--- src/flash_status_pkg.sv ---
package flash_status_pkg;

  // ----------------------------------------------------------------
  // Widths
  // ----------------------------------------------------------------
  localparam int BANK_W = 2;
  localparam int DATA_W = 16;
  localparam int STAT_W = 8;
  localparam int CNT_W = 4;

  // ----------------------------------------------------------------
  // Status word layout
  // ----------------------------------------------------------------
  localparam int READY_BIT = 7;
  localparam int ESUSP_BIT = 6;
  localparam int EERR_BIT = 5;
  localparam int PERR_BIT = 4;
  localparam int RSVD_BIT = 3;
  localparam int PSUSP_BIT = 2;
  localparam int LOCK_BIT = 1;
  localparam int BANK_BIT = 0;
  localparam logic [STAT_W-1:0] STATUS_RESET = 8'h80;
  localparam logic [STAT_W-1:0] VALID_WHEN_BUSY = 8'h81;

  // ----------------------------------------------------------------
  // Link commands (codes arbitrary)
  // ----------------------------------------------------------------
  typedef logic [7:0] cmd_code_t;
  localparam cmd_code_t CMD_NONE = 8'h00;
  localparam cmd_code_t CMD_STATUS_READ = 8'h01;
  localparam cmd_code_t CMD_CLEAR_STATUS = 8'h02;
  localparam cmd_code_t CMD_ERASE_SUSPEND = 8'h03;
  localparam cmd_code_t CMD_ERASE_RESUME = 8'h04;
  localparam cmd_code_t CMD_PROG_SUSPEND = 8'h05;
  localparam cmd_code_t CMD_PROG_RESUME = 8'h06;

  // ----------------------------------------------------------------
  // Read wait-counter loads in clock cycles; the answer comes two cycles after the count
  // ----------------------------------------------------------------
  localparam logic [CNT_W-1:0] SYNC_WAIT_CYCLES = 4'hD;
  localparam logic [CNT_W-1:0] ASYNC_WAIT_CYCLES = 4'h1;

  // ----------------------------------------------------------------
  // Controller APB map
  // ----------------------------------------------------------------
  localparam logic [7:0] ADDR_CMD = 8'h00;
  localparam logic [7:0] ADDR_CTRL = 8'h04;
  localparam logic [7:0] ADDR_STATUS = 8'h08;
  localparam logic [7:0] ADDR_IRQ_STAT = 8'h0C;
  localparam logic [7:0] ADDR_IRQ_MASK = 8'h10;
  localparam int CMD_BANK_LSB = 8;
  localparam int CTRL_SYNC_BIT = 0;
  localparam int STAT_BUSY_BIT = 8;
  localparam int IRQ_W = 2;
  localparam int IRQ_DONE_BIT = 0;
  localparam int IRQ_ERR_BIT = 1;
  localparam logic [STAT_W-1:0] ERROR_BITS = 8'h32;

endpackage

--- src/flash_link_if.sv ---
`timescale 1ns/10ps
interface flash_link_if;
  import flash_status_pkg::*;

  logic cmd_valid;
  cmd_code_t cmd_code;
  logic [BANK_W-1:0] cmd_bank;
  logic rd_req;
  logic rd_sync;
  logic rd_valid;
  logic [DATA_W-1:0] rd_data;

  // Flash end answers reads
  modport device (
    input cmd_valid,
    input cmd_code,
    input cmd_bank,
    input rd_req,
    input rd_sync,
    output rd_valid,
    output rd_data
  );

  // Controller end issues commands and reads
  modport host (
    output cmd_valid,
    output cmd_code,
    output cmd_bank,
    output rd_req,
    output rd_sync,
    input rd_valid,
    input rd_data
  );
endinterface

--- src/read_latency_timer.sv ---
`timescale 1ns/10ps
module read_latency_timer
  import flash_status_pkg::*;
(
  input wire logic pclk,
  input wire logic presetn,
  input wire logic start,
  input wire logic [CNT_W-1:0] load_count,
  output logic done
);

  logic [CNT_W-1:0] count;

  // Counts down the load value, pulses done as it expires
  always_ff @(posedge pclk or negedge presetn)
  begin
    if (!presetn)
    begin
      count <= '0;
      done <= 1'b0;
    end
    else if (start)
    begin
      count <= load_count;
      done <= 1'b0;
    end
    else
    begin
      done <= (count == 4'h1);
      if (count != '0)
        count <= count - 4'h1;
    end
  end

endmodule // read_latency_timer

--- src/flash_status_device.sv ---
// Functional notes
// RL1: Host issues status-read before each status read
// RL2: Clear-status command clears latched error flags
// RL3: Status read works in sync and async modes
// RL4: Only low eight bits meaningful; upper undefined
// RL5: Ready flag high exactly when nothing runs
// RL6: Bits six to one invalid while busy
// RL7: Bank flag stays valid while busy
// RL8: Bank flag: busy 0 here, 1 elsewhere
// RL9: Erase-suspend flag cleared by erase resume
// RL10: After suspend, host polls until ready
// RL11: Erase error holds latest erase result
// RL12: Program error holds latest program result
// RL13: Reset shows ready one, all else zero
// RL14: Program-suspend flag cleared by program resume
// RL15: Locked-sector flag on locked target failure
// RL16: Reserved bit always reads zero
`timescale 1ns/10ps
module flash_status_device
  import flash_status_pkg::*;
(
  input wire logic pclk,
  input wire logic presetn,
  flash_link_if.device link,
  input wire logic core_busy,
  input wire logic [BANK_W-1:0] core_bank,
  input wire logic erase_done,
  input wire logic erase_fail,
  input wire logic program_done,
  input wire logic program_fail,
  input wire logic lock_fail,
  input wire logic erase_suspended_evt,
  input wire logic program_suspended_evt,
  input wire logic [DATA_W-1:0] array_data,
  output logic erase_suspend_req,
  output logic erase_resume_req,
  output logic program_suspend_req,
  output logic program_resume_req,
  output logic [STAT_W-1:0] status_byte
);

  // ----------------------------------------------------------------
  // Command decode
  // ----------------------------------------------------------------
  logic cmd_status_read;
  logic cmd_clear;
  logic cmd_erase_resume;
  logic cmd_prog_resume;

  assign cmd_status_read = link.cmd_valid && (link.cmd_code == CMD_STATUS_READ);
  assign cmd_clear = link.cmd_valid && (link.cmd_code == CMD_CLEAR_STATUS);
  assign cmd_erase_resume = link.cmd_valid && (link.cmd_code == CMD_ERASE_RESUME);
  assign cmd_prog_resume = link.cmd_valid && (link.cmd_code == CMD_PROG_RESUME);

  // ----------------------------------------------------------------
  // Latched flags
  // ----------------------------------------------------------------
  logic erase_suspended_flag;
  logic erase_error_flag;
  logic program_error_flag;
  logic program_suspended_flag;
  logic locked_sector_error_flag;
  logic [BANK_W-1:0] addressed_bank;

  // Erase suspension; a new suspension wins over a resume
  always_ff @(posedge pclk or negedge presetn)
  begin
    if (!presetn)
      erase_suspended_flag <= 1'b0; // RL13
    else if (erase_suspended_evt)
      erase_suspended_flag <= 1'b1;
    else if (cmd_erase_resume)
      erase_suspended_flag <= 1'b0; // RL9
  end

  // Program suspension; a new suspension wins over a resume
  always_ff @(posedge pclk or negedge presetn)
  begin
    if (!presetn)
      program_suspended_flag <= 1'b0; // RL13
    else if (program_suspended_evt)
      program_suspended_flag <= 1'b1;
    else if (cmd_prog_resume)
      program_suspended_flag <= 1'b0; // RL14
  end

  // Erase result; completion wins over clear-status
  always_ff @(posedge pclk or negedge presetn)
  begin
    if (!presetn)
      erase_error_flag <= 1'b0; // RL13
    else if (erase_done)
      erase_error_flag <= erase_fail; // RL11
    else if (cmd_clear)
      erase_error_flag <= 1'b0; // RL2
  end

  // Program result; completion wins over clear-status
  always_ff @(posedge pclk or negedge presetn)
  begin
    if (!presetn)
      program_error_flag <= 1'b0; // RL13
    else if (program_done)
      program_error_flag <= program_fail; // RL12
    else if (cmd_clear)
      program_error_flag <= 1'b0; // RL2
  end

  // Locked-sector result of the latest program or erase
  always_ff @(posedge pclk or negedge presetn)
  begin
    if (!presetn)
      locked_sector_error_flag <= 1'b0; // RL13
    else if (erase_done || program_done)
      locked_sector_error_flag <= lock_fail; // RL15
    else if (cmd_clear)
      locked_sector_error_flag <= 1'b0; // RL2
  end

  // Bank named by the latest command
  always_ff @(posedge pclk or negedge presetn)
  begin
    if (!presetn)
      addressed_bank <= '0;
    else if (link.cmd_valid)
      addressed_bank <= link.cmd_bank;
  end

  // ----------------------------------------------------------------
  // Status word assembly
  // ----------------------------------------------------------------
  logic device_ready_flag;
  logic bank_busy_select_flag;
  logic [STAT_W-1:0] next_status;

  assign device_ready_flag = !core_busy; // RL5
  // Busy elsewhere reads one, busy here zero, idle zero
  assign bank_busy_select_flag = core_busy && (core_bank != addressed_bank); // RL7 RL8

  always_comb
  begin
    next_status = '0;
    next_status[READY_BIT] = device_ready_flag;
    next_status[ESUSP_BIT] = erase_suspended_flag;
    next_status[EERR_BIT] = erase_error_flag;
    next_status[PERR_BIT] = program_error_flag;
    next_status[RSVD_BIT] = 1'b0; // RL16
    next_status[PSUSP_BIT] = program_suspended_flag;
    next_status[LOCK_BIT] = locked_sector_error_flag;
    next_status[BANK_BIT] = bank_busy_select_flag;
  end

  // Registered copy for the core side
  always_ff @(posedge pclk or negedge presetn)
  begin
    if (!presetn)
      status_byte <= STATUS_RESET; // RL13
    else
      status_byte <= next_status;
  end

  // ----------------------------------------------------------------
  // Suspend and resume requests to the core
  // ----------------------------------------------------------------
  always_ff @(posedge pclk or negedge presetn)
  begin
    if (!presetn)
    begin
      erase_suspend_req <= 1'b0;
      erase_resume_req <= 1'b0;
      program_suspend_req <= 1'b0;
      program_resume_req <= 1'b0;
    end
    else
    begin
      erase_suspend_req <= link.cmd_valid && (link.cmd_code == CMD_ERASE_SUSPEND);
      erase_resume_req <= cmd_erase_resume;
      program_suspend_req <= link.cmd_valid && (link.cmd_code == CMD_PROG_SUSPEND);
      program_resume_req <= cmd_prog_resume;
    end
  end

  // ----------------------------------------------------------------
  // Read path
  // ----------------------------------------------------------------
  logic status_armed;
  logic read_pending;
  logic read_start;
  logic read_done;

  assign read_start = link.rd_req && !read_pending;

  // Latency counter picks the wait for the selected read mode
  read_latency_timer u_timer (
    .pclk(pclk),
    .presetn(presetn),
    .start(read_start),
    .load_count(link.rd_sync ? SYNC_WAIT_CYCLES : ASYNC_WAIT_CYCLES), // RL3
    .done(read_done)
  );

  // One read in flight at a time
  always_ff @(posedge pclk or negedge presetn)
  begin
    if (!presetn)
      read_pending <= 1'b0;
    else if (read_start)
      read_pending <= 1'b1;
    else if (read_done)
      read_pending <= 1'b0;
  end

  // A status-read command arms exactly one read; a new command wins
  always_ff @(posedge pclk or negedge presetn)
  begin
    if (!presetn)
      status_armed <= 1'b0;
    else if (cmd_status_read)
      status_armed <= 1'b1; // RL1
    else if (read_done)
      status_armed <= 1'b0; // RL1
  end

  // Answer: armed reads give status in the low byte with the upper byte zero; other reads give array_data
  always_ff @(posedge pclk or negedge presetn)
  begin
    if (!presetn)
    begin
      link.rd_valid <= 1'b0;
      link.rd_data <= '0;
    end
    else
    begin
      link.rd_valid <= read_done;
      if (read_done)
      begin
        if (status_armed)
          link.rd_data <= {{(DATA_W-STAT_W){1'b0}}, next_status}; // RL4 RL3
        else
          link.rd_data <= array_data;
      end
    end
  end

endmodule // flash_status_device

--- src/flat_wrapper.sv ---
// flat-port wrapper written by rule: the top's interface ports become plain ports
module flash_status_device_flat import flash_status_pkg::*;
  (pclk, presetn, core_busy, core_bank, erase_done, erase_fail, program_done, program_fail, lock_fail, erase_suspended_evt, program_suspended_evt, array_data, erase_suspend_req, erase_resume_req, program_suspend_req, program_resume_req, status_byte, link_cmd_valid, link_cmd_code, link_cmd_bank, link_rd_req, link_rd_sync, link_rd_valid, link_rd_data);
  flash_link_if link_i ();
  input wire logic pclk;
  input wire logic presetn;
  input wire logic core_busy;
  input wire logic [BANK_W-1:0] core_bank;
  input wire logic erase_done;
  input wire logic erase_fail;
  input wire logic program_done;
  input wire logic program_fail;
  input wire logic lock_fail;
  input wire logic erase_suspended_evt;
  input wire logic program_suspended_evt;
  input wire logic [DATA_W-1:0] array_data;
  output logic erase_suspend_req;
  output logic erase_resume_req;
  output logic program_suspend_req;
  output logic program_resume_req;
  output logic [STAT_W-1:0] status_byte;
  input wire logic [$bits(link_i.cmd_valid)-1:0] link_cmd_valid;
  input wire logic [$bits(link_i.cmd_code)-1:0] link_cmd_code;
  input wire logic [$bits(link_i.cmd_bank)-1:0] link_cmd_bank;
  input wire logic [$bits(link_i.rd_req)-1:0] link_rd_req;
  input wire logic [$bits(link_i.rd_sync)-1:0] link_rd_sync;
  output wire logic [$bits(link_i.rd_valid)-1:0] link_rd_valid;
  output wire logic [$bits(link_i.rd_data)-1:0] link_rd_data;
  assign link_i.cmd_valid = link_cmd_valid;
  assign link_i.cmd_code = link_cmd_code;
  assign link_i.cmd_bank = link_cmd_bank;
  assign link_i.rd_req = link_rd_req;
  assign link_i.rd_sync = link_rd_sync;
  assign link_rd_valid = link_i.rd_valid;
  assign link_rd_data = link_i.rd_data;
  flash_status_device u_core (.pclk(pclk), .presetn(presetn), .link(link_i), .core_busy(core_busy), .core_bank(core_bank), .erase_done(erase_done), .erase_fail(erase_fail), .program_done(program_done), .program_fail(program_fail), .lock_fail(lock_fail), .erase_suspended_evt(erase_suspended_evt), .program_suspended_evt(program_suspended_evt), .array_data(array_data), .erase_suspend_req(erase_suspend_req), .erase_resume_req(erase_resume_req), .program_suspend_req(program_suspend_req), .program_resume_req(program_resume_req), .status_byte(status_byte));
endmodule
--- config.mk ---
export PLATFORM = sky130hd
export DESIGN_NAME = flash_status_device_flat
export DESIGN_NICKNAME = d
export VERILOG_FILES = /design/src/flash_status_pkg.sv /design/src/flash_link_if.sv /design/src/read_latency_timer.sv /design/src/flash_status_device.sv /design/src/flat_wrapper.sv
export SDC_FILE = /design/constraint.sdc
export NUM_CORES = 1
export LEC_CHECK = 0
export ABC_AREA = 0
export BUFFER_PORTS_ARGS = -buffer_cell sky130_fd_sc_hd__buf_2
export CAP_MARGIN = 0
export CELL_PAD_IN_SITES_DETAIL_PLACEMENT = 1
export CELL_PAD_IN_SITES_GLOBAL_PLACEMENT = 2
export CORE_ASPECT_RATIO = 0.6
export CORE_MARGIN = 2
export CORE_UTILIZATION = 26
export DETAILED_ROUTE_END_ITERATION = 16
export GPL_TIMING_DRIVEN = 0
export PLACE_DENSITY_LB_ADDON = 0.15
export SYNTH_ARGS = -nofsm -noshare
export SYNTH_HDL_FRONTEND = slang
export SYNTH_SLANG_ARGS = --single-unit
--- constraint.sdc ---
create_clock -name pclk -period 1.6 [get_ports pclk]
set_clock_uncertainty 0.15 [all_clocks]
set_input_delay 0.32 -clock pclk [delete_from_list [all_inputs] [get_ports pclk]]
set_output_delay 0.32 -clock pclk [all_outputs]
set_load 0.01 [all_outputs]
==> results of run 1 <==
## state kept, by name, indices dropped and copies added, names as in the netlist
signal and count:
u_core.addressed_bank 2, u_core.erase_error_flag 1, u_core.erase_resume_req 1, u_core.erase_suspend_req 1, u_core.erase_suspended_flag 1, u_core.link.rd_data 16, u_core.link.rd_valid 1, u_core.locked_sector_error_flag 1
u_core.program_error_flag 1, u_core.program_resume_req 1, u_core.program_suspend_req 1, u_core.program_suspended_flag 1, u_core.read_pending 1, u_core.status_armed 1, u_core.status_byte 7, u_core.u_timer.count 4
u_core.u_timer.done 1
## critical path, delay by kind of cell (launching register included)
family | cells | cell delay [ps]
flip-flops | 1 | 400
XOR/XNOR | 1 | 160
AND/OR/NAND/NOR | 2 | 480
adder cells (fa/ha/maj) | 1 | 140
buffers and inverters | 1 | 90
## synthesized netlist by cell type (all sizes together)
cell type  count
nand2b         4
a311o          1
nor3           1
or3b           1
dfrtp         41
nand3b         1
nand2          3
nand3          1
conb           1
nor4           1
mux2           2
a31oi          3
mux2i          7
nor2b         14
buf            6
a31o          10
ha             3
a21oi          9
o21ai          1
o32ai          1
a22o           2
nor3b          2
dfstp          1
nand4b         2
a211oi         1
nor2          17
inv            5
xnor2          3
nor4b          1
## report_power, final
part	switching, mW	internal, mW
Clock	0.381	0.618
Combinational	0.696	0.712
Sequential	0.175	1.35
## routing by layer
layer / track usage [%] / routed length [um]
met1: 17.2 / 2260
met4: 3.28 / 35
met5: 0 / 0
met3: 4.07 / 255
met2: 21.0 / 2100
## layout make-up
cell class	count	area share [%]
Clock buffer	7	5.89
Buffer	6	1.55
Timing Repair Buffer	72	15.3
Tap cell	87	4.50
Sequential cell	42	43.5
Multi-Input combinational cell	92	28.3
Inverter	5	0.775
Clock inverter	1	0.207
## worst max path at each step
stage	slack [ps]	cells past startpoint	end
detailed placement	-100	4	u_core.locked_sector_error_flag
finish	60	5	u_core.u_timer.count[0]
CTS	30	5	u_core.u_timer.count[0]
global route	-10	5	u_core.u_timer.count[0]
floorplan	100	5	u_core.u_timer.count[0]
global placement	-60	4	u_core.program_error_flag
## logic make-up after synthesis
kind of cell	synth area share, %
muxes	5.24
other	0.212
xor gates and xnor gates	1.49
DFF	59.6
buffers and inverters	3.19
AOI/OAI and AO/OA	11.9
and+or+nand+nor	16.3
adders and majority gates	2.12
## repair_timing
item | in CTS | in global routing
setup buffers | 2 | 2
setup endpoints to repair | 2 | 2
resized for setup | 3 | 4
pin swaps | 0 | 2
## stage by stage
step / TNS, ps / util, %
after detailed placement: -310 / 33.5
final: 0 / 36.6
after global placement: -190 / 33.5
after CTS: 0 / 36.0
after floorplan: 0 / -
after global routing: -10.3 / 36.6
==> impl_metrics.env, run 1 <==
export IMPL_regArea_sq_um=1050
export IMPL_critPathKind="flip-flop to flip-flop"
export IMPL_layout_common_cells="71 x buf_2, 41 x dfrtp_1, 17 x nor2_1"
export IMPL_die_width_um=110
export IMPL_ir_worst_vdd_uv=423
export IMPL_synth_area_leader_cell="dfrtp_1"
export IMPL_maxSlewViolCount=0
export IMPL_critical_path_max_fanout=3
export IMPL_synth_cell_types=33
export IMPL_diodes=0
export IMPL_worstSkewPairLatency_ps=280
export IMPL_rows=23
export IMPL_first_pass_iters=4
export IMPL_ios=70
export IMPL_drc=0
export IMPL_io_buffers=68
export IMPL_place_congestion=0.666
export IMPL_holdWs_ps=48.3
export IMPL_cp_required_ps=1610
export IMPL_die_area_sq_um=7490
export IMPL_cts_tree="yes"
export IMPL_yosys_top_cells_area="dfrtp_1 58%, nor2b_1 5.0%, a31o_2 4.5%"
export IMPL_clock_path_buffers=2
export IMPL_grt_pass1_vias=1455
export IMPL_power_leakage_nw=1.17
export IMPL_numCtsBuffers=5
export IMPL_ys_ff_latch=42
export IMPL_ant_nets=0
export IMPL_groute_usage_overall_pct=12.9
export IMPL_r2r_slack_ps=60
export IMPL_cts_clk_slew_worst_paths_ps=60
export IMPL_ctsHoldBuffers=0
export IMPL_vias_per_cell=4.39
export IMPL_hold_violations=0
export IMPL_coreArea_sq_um=6620
export IMPL_fmax_mhz=647
export IMPL_total_power_mw=3.93
export IMPL_dp_cells=300
export IMPL_grt_max_degree=43
export IMPL_die_h_um=67.9
export IMPL_cpPeakStageDelay_ps=410
export IMPL_stdcell_count=312
export IMPL_syn_inst=145
export IMPL_synth_top_area_share_pct=58.1
export IMPL_r2r_end="u_core.u_timer.count[0]"
export IMPL_routed_wirelength_um=4650
export IMPL_grt_antenna_before_repair=0
export IMPL_avgSynthCellArea_sq_um=12.2
export IMPL_p_per_area_nw_per_um2=1620
export IMPL_period_share_pct=96.5
export IMPL_startpoint_type="flip-flop"
export IMPL_seq_area_frac_synth_pct=59.6
export IMPL_worst_pin_slew_ps=960
export IMPL_drv_cap=0
export IMPL_r2r_start="u_core.u_timer.count[1]"
export IMPL_start_util_pct=26.7
export IMPL_startpoint="u_core.u_timer.count[1]"
export IMPL_arrival_ps=1550
export IMPL_layout_commonest_cell="buf_2"
export IMPL_placed_area_sq_um=2220
export IMPL_timing_final_crit_period_ps=1540
export IMPL_hp_class="primary input to asynchronous set/reset pin"
export IMPL_wl_per_cell_um=14.9
export IMPL_drtIter0Drc=27
export IMPL_synth_warnings=0
export IMPL_cp_end_kind="flip-flop"
export IMPL_setup_viol=0
export IMPL_root_buffer="clkbuf_16"
export IMPL_multi_input_area_sq_um=686
export IMPL_max_slew_margin_pct=36.0
export IMPL_dp_hpwl_um=3500
export IMPL_post_place_ws_ps=-98.9
export IMPL_grt_pass1_wl_um=7470
export IMPL_path_cells="inv_2 > ha_4 > or3b_4 > xnor2_2 > nand2_1"
export IMPL_syn2layout_area_growth_pct=37.0
export IMPL_overflow=0
export IMPL_fin_ws_ps=55.5
export IMPL_cpMaxStageDelayCell="or3b_4"
export IMPL_fillers=774
export IMPL_layout_nets=268
export IMPL_h_tree_depth=2
export IMPL_final_cell_area_sq_um=2420
export IMPL_drive_gt1_share_pct=48.4
export IMPL_syn_nets=189
export IMPL_outcome="finished clean"
export IMPL_netlist_area_sq_um=1770
export IMPL_cts_sinks=42
export IMPL_ff2ff_path_depth=5
export IMPL_num_vias=1369
No activity file was read; power rests on OpenSTA's default activity.
==> run 2: changes to the inputs <==
--- a/config.mk
+++ b/config.mk
@@ -11,8 +11,9 @@
 export CELL_PAD_IN_SITES_DETAIL_PLACEMENT = 1
 export CELL_PAD_IN_SITES_GLOBAL_PLACEMENT = 2
 export CORE_ASPECT_RATIO = 0.6
-export CORE_MARGIN = 2
+export CORE_MARGIN = 4
 export CORE_UTILIZATION = 26
+export CTS_CLUSTER_SIZE = 20
 export DETAILED_ROUTE_END_ITERATION = 16
 export GPL_TIMING_DRIVEN = 0
 export PLACE_DENSITY_LB_ADDON = 0.15
==> impl_metrics.env, run 2 (synthesized netlist as in run 1, its figures left out) <==
export IMPL_outcome="finished clean"
export IMPL_wl_per_cell_um=15.9
export IMPL_diodes=0
export IMPL_worst_pin_slew_ps=949
export IMPL_layout_commonest_cell="buf_2"
export IMPL_holdWs_ps=39.7
export IMPL_worstSkewPairLatency_ps=280
export IMPL_groute_usage_overall_pct=12.7
export IMPL_regMostFlops="u_core.link.rd_data"
export IMPL_routed_wirelength_um=4890
export IMPL_switchingPower_mw=1.26
export IMPL_first_pass_iters=4
export IMPL_pwr_share_comb_pct=35.2
export IMPL_drtIter0Drc=41
export IMPL_ant_nets=0
export IMPL_overflow=0
export IMPL_startpoint_type="flip-flop"
export IMPL_hold_violations=0
export IMPL_cts_tree="yes"
export IMPL_p_seq_share_pct=39.2
export IMPL_start_util_pct=27.8
export IMPL_switching_share_pct=32.1
export IMPL_fmax_mhz=643
export IMPL_r2r_start="u_core.u_timer.count[1]"
export IMPL_cts_clk_slew_worst_paths_ps=60
export IMPL_stdcell_count=308
export IMPL_p_per_area_nw_per_um2=1630
export IMPL_die_area_sq_um=8220
export IMPL_ir_worst_vdd_uv=473
export IMPL_cts_sinks=42
export IMPL_fillers=731
export IMPL_critical_path_buf_inv_count=1
export IMPL_layout_common_cells="71 x buf_2, 41 x dfrtp_1, 17 x nor2_1"
export IMPL_h_tree_depth=2
export IMPL_hp_class="primary input to asynchronous set/reset pin"
export IMPL_syn2layout_area_growth_pct=36.4
export IMPL_setup_viol=0
export IMPL_rows=22
export IMPL_startpoint="u_core.u_timer.count[1]"
export IMPL_grt_antenna_before_repair=0
export IMPL_path_cells="inv_2 > ha_4 > or3b_4 > xnor2_2 > nand2_1"
export IMPL_ios=70
export IMPL_total_power_mw=3.93
export IMPL_root_buffer="clkbuf_16"
export IMPL_dp_hpwl_um=3810
export IMPL_numCtsBuffers=5
export IMPL_arrival_ps=1570
export IMPL_cp_end_kind="flip-flop"
export IMPL_ctsHoldBuffers=0
export IMPL_num_vias=1371
export IMPL_maxSlewViolCount=0
export IMPL_cpMaxStageDelayCell="dfrtp_1"
export IMPL_die_h_um=71.9
export IMPL_dp_cells=297
export IMPL_layout_nets=267
export IMPL_cp_required_ps=1610
export IMPL_rsz0062_at_grt="yes"
export IMPL_cpPeakStageDelay_ps=400
export IMPL_period_share_pct=97.1
export IMPL_power_leakage_nw=1.17
export IMPL_die_width_um=114
export IMPL_fin_ws_ps=45.7
export IMPL_critPathKind="flip-flop to flip-flop"
export IMPL_multi_input_area_sq_um=686
export IMPL_drive_gt1_share_pct=48.2
export IMPL_grt_pass1_vias=1562
export IMPL_max_slew_margin_pct=36.7
export IMPL_drc=0
export IMPL_regArea_sq_um=1050
export IMPL_place_congestion=0.755
export IMPL_finalSetupTns_ps=0
export IMPL_grt_pass1_wl_um=8250
export IMPL_io_buffers=68
export IMPL_drv_cap=0
export IMPL_grt_max_degree=43
export IMPL_internal_power_mw=2.67
export IMPL_top_regs="u_core.link.rd_data (16), u_core.status_byte (7), u_core.u_timer.count (4)"
export IMPL_clock_path_buffers=2
export IMPL_coreArea_sq_um=6360
export IMPL_critical_path_max_fanout=3
export IMPL_vias_per_cell=4.45
export IMPL_largest_register_ffs=16
export IMPL_timing_final_crit_period_ps=1550
export IMPL_clkPwrFrac_pct=25.6
export IMPL_cp_top_family="simple AND/OR/NAND/NOR gates"
export IMPL_post_place_ws_ps=-83.8
-- run 2: power groups by stage --
| stage | clock network (mW) | registers (mW) | logic [mW] |
|---|---|---|---|
| 2_1_floorplan | 0 | 1.61 | 0.703 |
| 3_3_place_gp | 0 | 1.54 | 1.21 |
| 3_5_place_dp | 0 | 1.57 | 1.27 |
| 4_1_cts | 1.05 | 1.55 | 1.35 |
| 5_1_grt | 1.10 | 1.59 | 1.55 |
| 6_report | 1.00 | 1.54 | 1.38 |
-- run 2: worst paths after layout --
path | to | slack [ps] | cells after the start
max | u_core.u_timer.count[0] | 50 | 5
min | u_core.u_timer.count[2] | 40 | 1
max reg2reg | u_core.u_timer.count[0] | 50 | 5
min reg2reg | u_core.status_byte[2] | 250 | 0
max in group asynchronous | u_core.erase_error_flag | 670 | 1
min in group pclk | u_core.status_byte[7] | 80 | 2
-- run 2: cell type report --
type	count	share of cell area, %
sequential	42	43.7
inverter	5	0.779
clock inverter	1	0.208
buffer	6	1.56
timing repair buffer	71	15.1
multi-input combinational	92	28.5
tap	84	4.36
clock buffer	7	5.92
-- run 2: worst reg2reg max path: stages, from the launching register on --
cell,delay [ps]
dfrtp_1,400
inv_2,100
ha_4,140
or3b_4,400
xnor2_2,180
nand2_1,70
-- run 2: stage by stage --
stage          utilization [%]  instance area, sq um
5_1_grt                   37.9                  2410
3_3_place_gp              34.8                  2210
2_1_floorplan                -                  1770
4_1_cts                   37.5                  2380
3_5_place_dp              34.8                  2210
6_report                  37.9                  2410
-- run 2: routing by layer --
metal	vias up	GRT usage (%)	wire, um
met5	-	0	0
met4	0	1.98	18
li1	658	-	-
met2	40	18.1	2090
met3	2	5.82	369
met1	671	17.9	2410
-- run 2: timing repair --
item,CTS,global route
cloned,0,0
buffers inserted,1,2
resized for setup,5,2
setup endpoints to repair,2,2
pin swaps,0,2
==> run 3: changes to the inputs <==
--- a/config.mk
+++ b/config.mk
@@ -6,15 +6,15 @@
 export NUM_CORES = 1
 export LEC_CHECK = 0
 export ABC_AREA = 0
-export BUFFER_PORTS_ARGS = -buffer_cell sky130_fd_sc_hd__buf_2
 export CAP_MARGIN = 0
 export CELL_PAD_IN_SITES_DETAIL_PLACEMENT = 1
 export CELL_PAD_IN_SITES_GLOBAL_PLACEMENT = 2
 export CORE_ASPECT_RATIO = 0.6
 export CORE_MARGIN = 4
-export CORE_UTILIZATION = 26
+export CORE_UTILIZATION = 34
 export CTS_CLUSTER_SIZE = 20
 export DETAILED_ROUTE_END_ITERATION = 16
+export DONT_BUFFER_PORTS = 1
 export GPL_TIMING_DRIVEN = 0
 export PLACE_DENSITY_LB_ADDON = 0.15
 export SYNTH_ARGS = -nofsm -noshare
==> impl_metrics.env, run 3 (synthesized netlist as in run 1, its figures left out) <==
export IMPL_critical_path_max_fanout=3
export IMPL_regMostFlops="u_core.link.rd_data"
export IMPL_overflow=0
export IMPL_place_congestion=0.758
export IMPL_critPathKind="flip-flop to flip-flop"
export IMPL_die_h_um=63.8
export IMPL_rsz0062_at_grt="no"
export IMPL_hp_class="primary input to flip-flop"
export IMPL_drv_cap=0
export IMPL_p_per_area_nw_per_um2=1660
export IMPL_root_buffer="clkbuf_8"
export IMPL_cpMaxStageDelayCell="or3b_4"
export IMPL_start_util_pct=36.8
export IMPL_ant_nets=0
export IMPL_drtIter0Drc=27
export IMPL_worstSkewPairLatency_ps=290
export IMPL_hold_violations=0
export IMPL_diodes=0
export IMPL_arrival_ps=1570
export IMPL_num_vias=1166
export IMPL_drc=0
export IMPL_stdcell_count=223
export IMPL_grt_antenna_before_repair=0
export IMPL_cp_required_ps=1620
export IMPL_timing_final_crit_period_ps=1550
export IMPL_routed_wirelength_um=4390
export IMPL_coreArea_sq_um=4800
export IMPL_setup_viol=0
export IMPL_cpPeakStageDelay_ps=410
export IMPL_power_leakage_nw=0.894
export IMPL_wl_per_cell_um=19.7
export IMPL_io_buffers=0
export IMPL_die_area_sq_um=6450
export IMPL_numCtsBuffers=5
export IMPL_rows=19
export IMPL_cp_end_kind="flip-flop"
export IMPL_groute_usage_overall_pct=14.0
export IMPL_layout_nets=203
export IMPL_clock_path_buffers=2
export IMPL_finalSetupTns_ps=0
export IMPL_die_width_um=101
export IMPL_h_tree_depth=2
export IMPL_grt_pass1_vias=1361
export IMPL_grt_max_degree=43
export IMPL_fmax_mhz=647
export IMPL_outcome="finished clean"
export IMPL_cts_sinks=42
export IMPL_critical_path_buf_inv_count=1
export IMPL_ir_worst_vdd_uv=537
export IMPL_dp_hpwl_um=3290
export IMPL_vias_per_cell=5.23
export IMPL_syn2layout_area_growth_pct=16.0
export IMPL_largest_register_ffs=16
export IMPL_ios=70
export IMPL_utilization_pct=42.7
export IMPL_layout_common_cells="41 x dfrtp_1, 16 x nor2_1, 14 x nor2b_1"
export IMPL_startpoint_type="flip-flop"
export IMPL_layout_commonest_cell="dfrtp_1"
export IMPL_period_share_pct=96.6
export IMPL_maxSlewViolCount=0
export IMPL_cts_clk_slew_worst_paths_ps=70
export IMPL_path_cells="inv_1 > ha_4 > or3b_4 > xnor2_2 > nand2_1"
export IMPL_cp_top_family="simple AND/OR/NAND/NOR gates"
export IMPL_drive_gt1_share_pct=25.0
export IMPL_top_regs="u_core.link.rd_data (16), u_core.status_byte (7), u_core.u_timer.count (4)"
export IMPL_dp_cells=208
export IMPL_first_pass_iters=4
export IMPL_grt_pass1_wl_um=6910
export IMPL_cts_tree="yes"
==> run 3: changes by cell type in the layout (fill, tap and decap cells not counted), sizes merged <==
cell / previous run / this run
dlygate4sd3: 0 / 4
buf: 77 / 9
==> run 3: report_power, final <==
| group | switching, mW | internal, mW |
|---|---|---|
| registers | 0.311 | 1.35 |
| logic | 0.506 | 0.533 |
| clock network | 0.348 | 0.348 |
| total | 1.16 | 2.23 |
==> run 3: repair_timing <==
| item | CTS | global route |
|---|---|---|
| gates resized for setup | 4 | 3 |
| buffers inserted | 1 | 1 |
| pin swaps | 0 | 1 |
| setup endpoints to repair | 2 | 2 |
| hold endpoints to repair | 45 | 0 |
| hold buffers | 5 | 0 |
==> run 3: cell type report <==
| type | count | area (sq um) |
|---|---|---|
| Fill cell | 514 | 2750 |
| Timing Repair Buffer | 7 | 82.6 |
| Buffer | 6 | 37.5 |
| Multi-Input combinational cell | 92 | 688 |
| Inverter | 5 | 18.8 |
| Clock inverter | 1 | 5.00 |
| Sequential cell | 42 | 1050 |
| Tap cell | 63 | 78.8 |
| Clock buffer | 7 | 86.3 |
==> run 3: metal layers <==
metal	wire length [um]	up-vias	track usage, %
met3	446	5	7.07
met2	2090	46	21.9
li1	-	526	-
met5	0	-	0
met1	1820	589	16.8
met4	42	0	4.64
==> run 3: worst paths after layout <==
| kind | from | end | slack (ps) | cells after the start |
|---|---|---|---|---|
| max in group asynchronous | presetn | u_core.status_byte[7] | 670 | 2 |
| min in group asynchronous | presetn | u_core.link.rd_valid | 370 | 2 |
| max reg2reg | u_core.u_timer.count[0] | u_core.u_timer.count[0] | 50 | 5 |
| min | erase_done | u_core.erase_error_flag | 20 | 1 |
| max | u_core.u_timer.count[0] | u_core.u_timer.count[0] | 50 | 5 |
| min reg2reg | u_core.program_suspended_flag | u_core.status_byte[2] | 260 | 0 |
==> run 3: metrics by stage <==
stage                     hold slack (ps)  worst slack, ps  cell area [sq um]  power [mW]
final                                24.1             54.3               2050        3.40
after global routing                 9.15             10.6               2050        3.65
after CTS                            11.9             11.3               2020        3.40
after detailed placement             -125            -33.0               1850        2.58
after global placement               -124             19.2               1850        2.49
after floorplan                      -126             99.2               1770        2.31
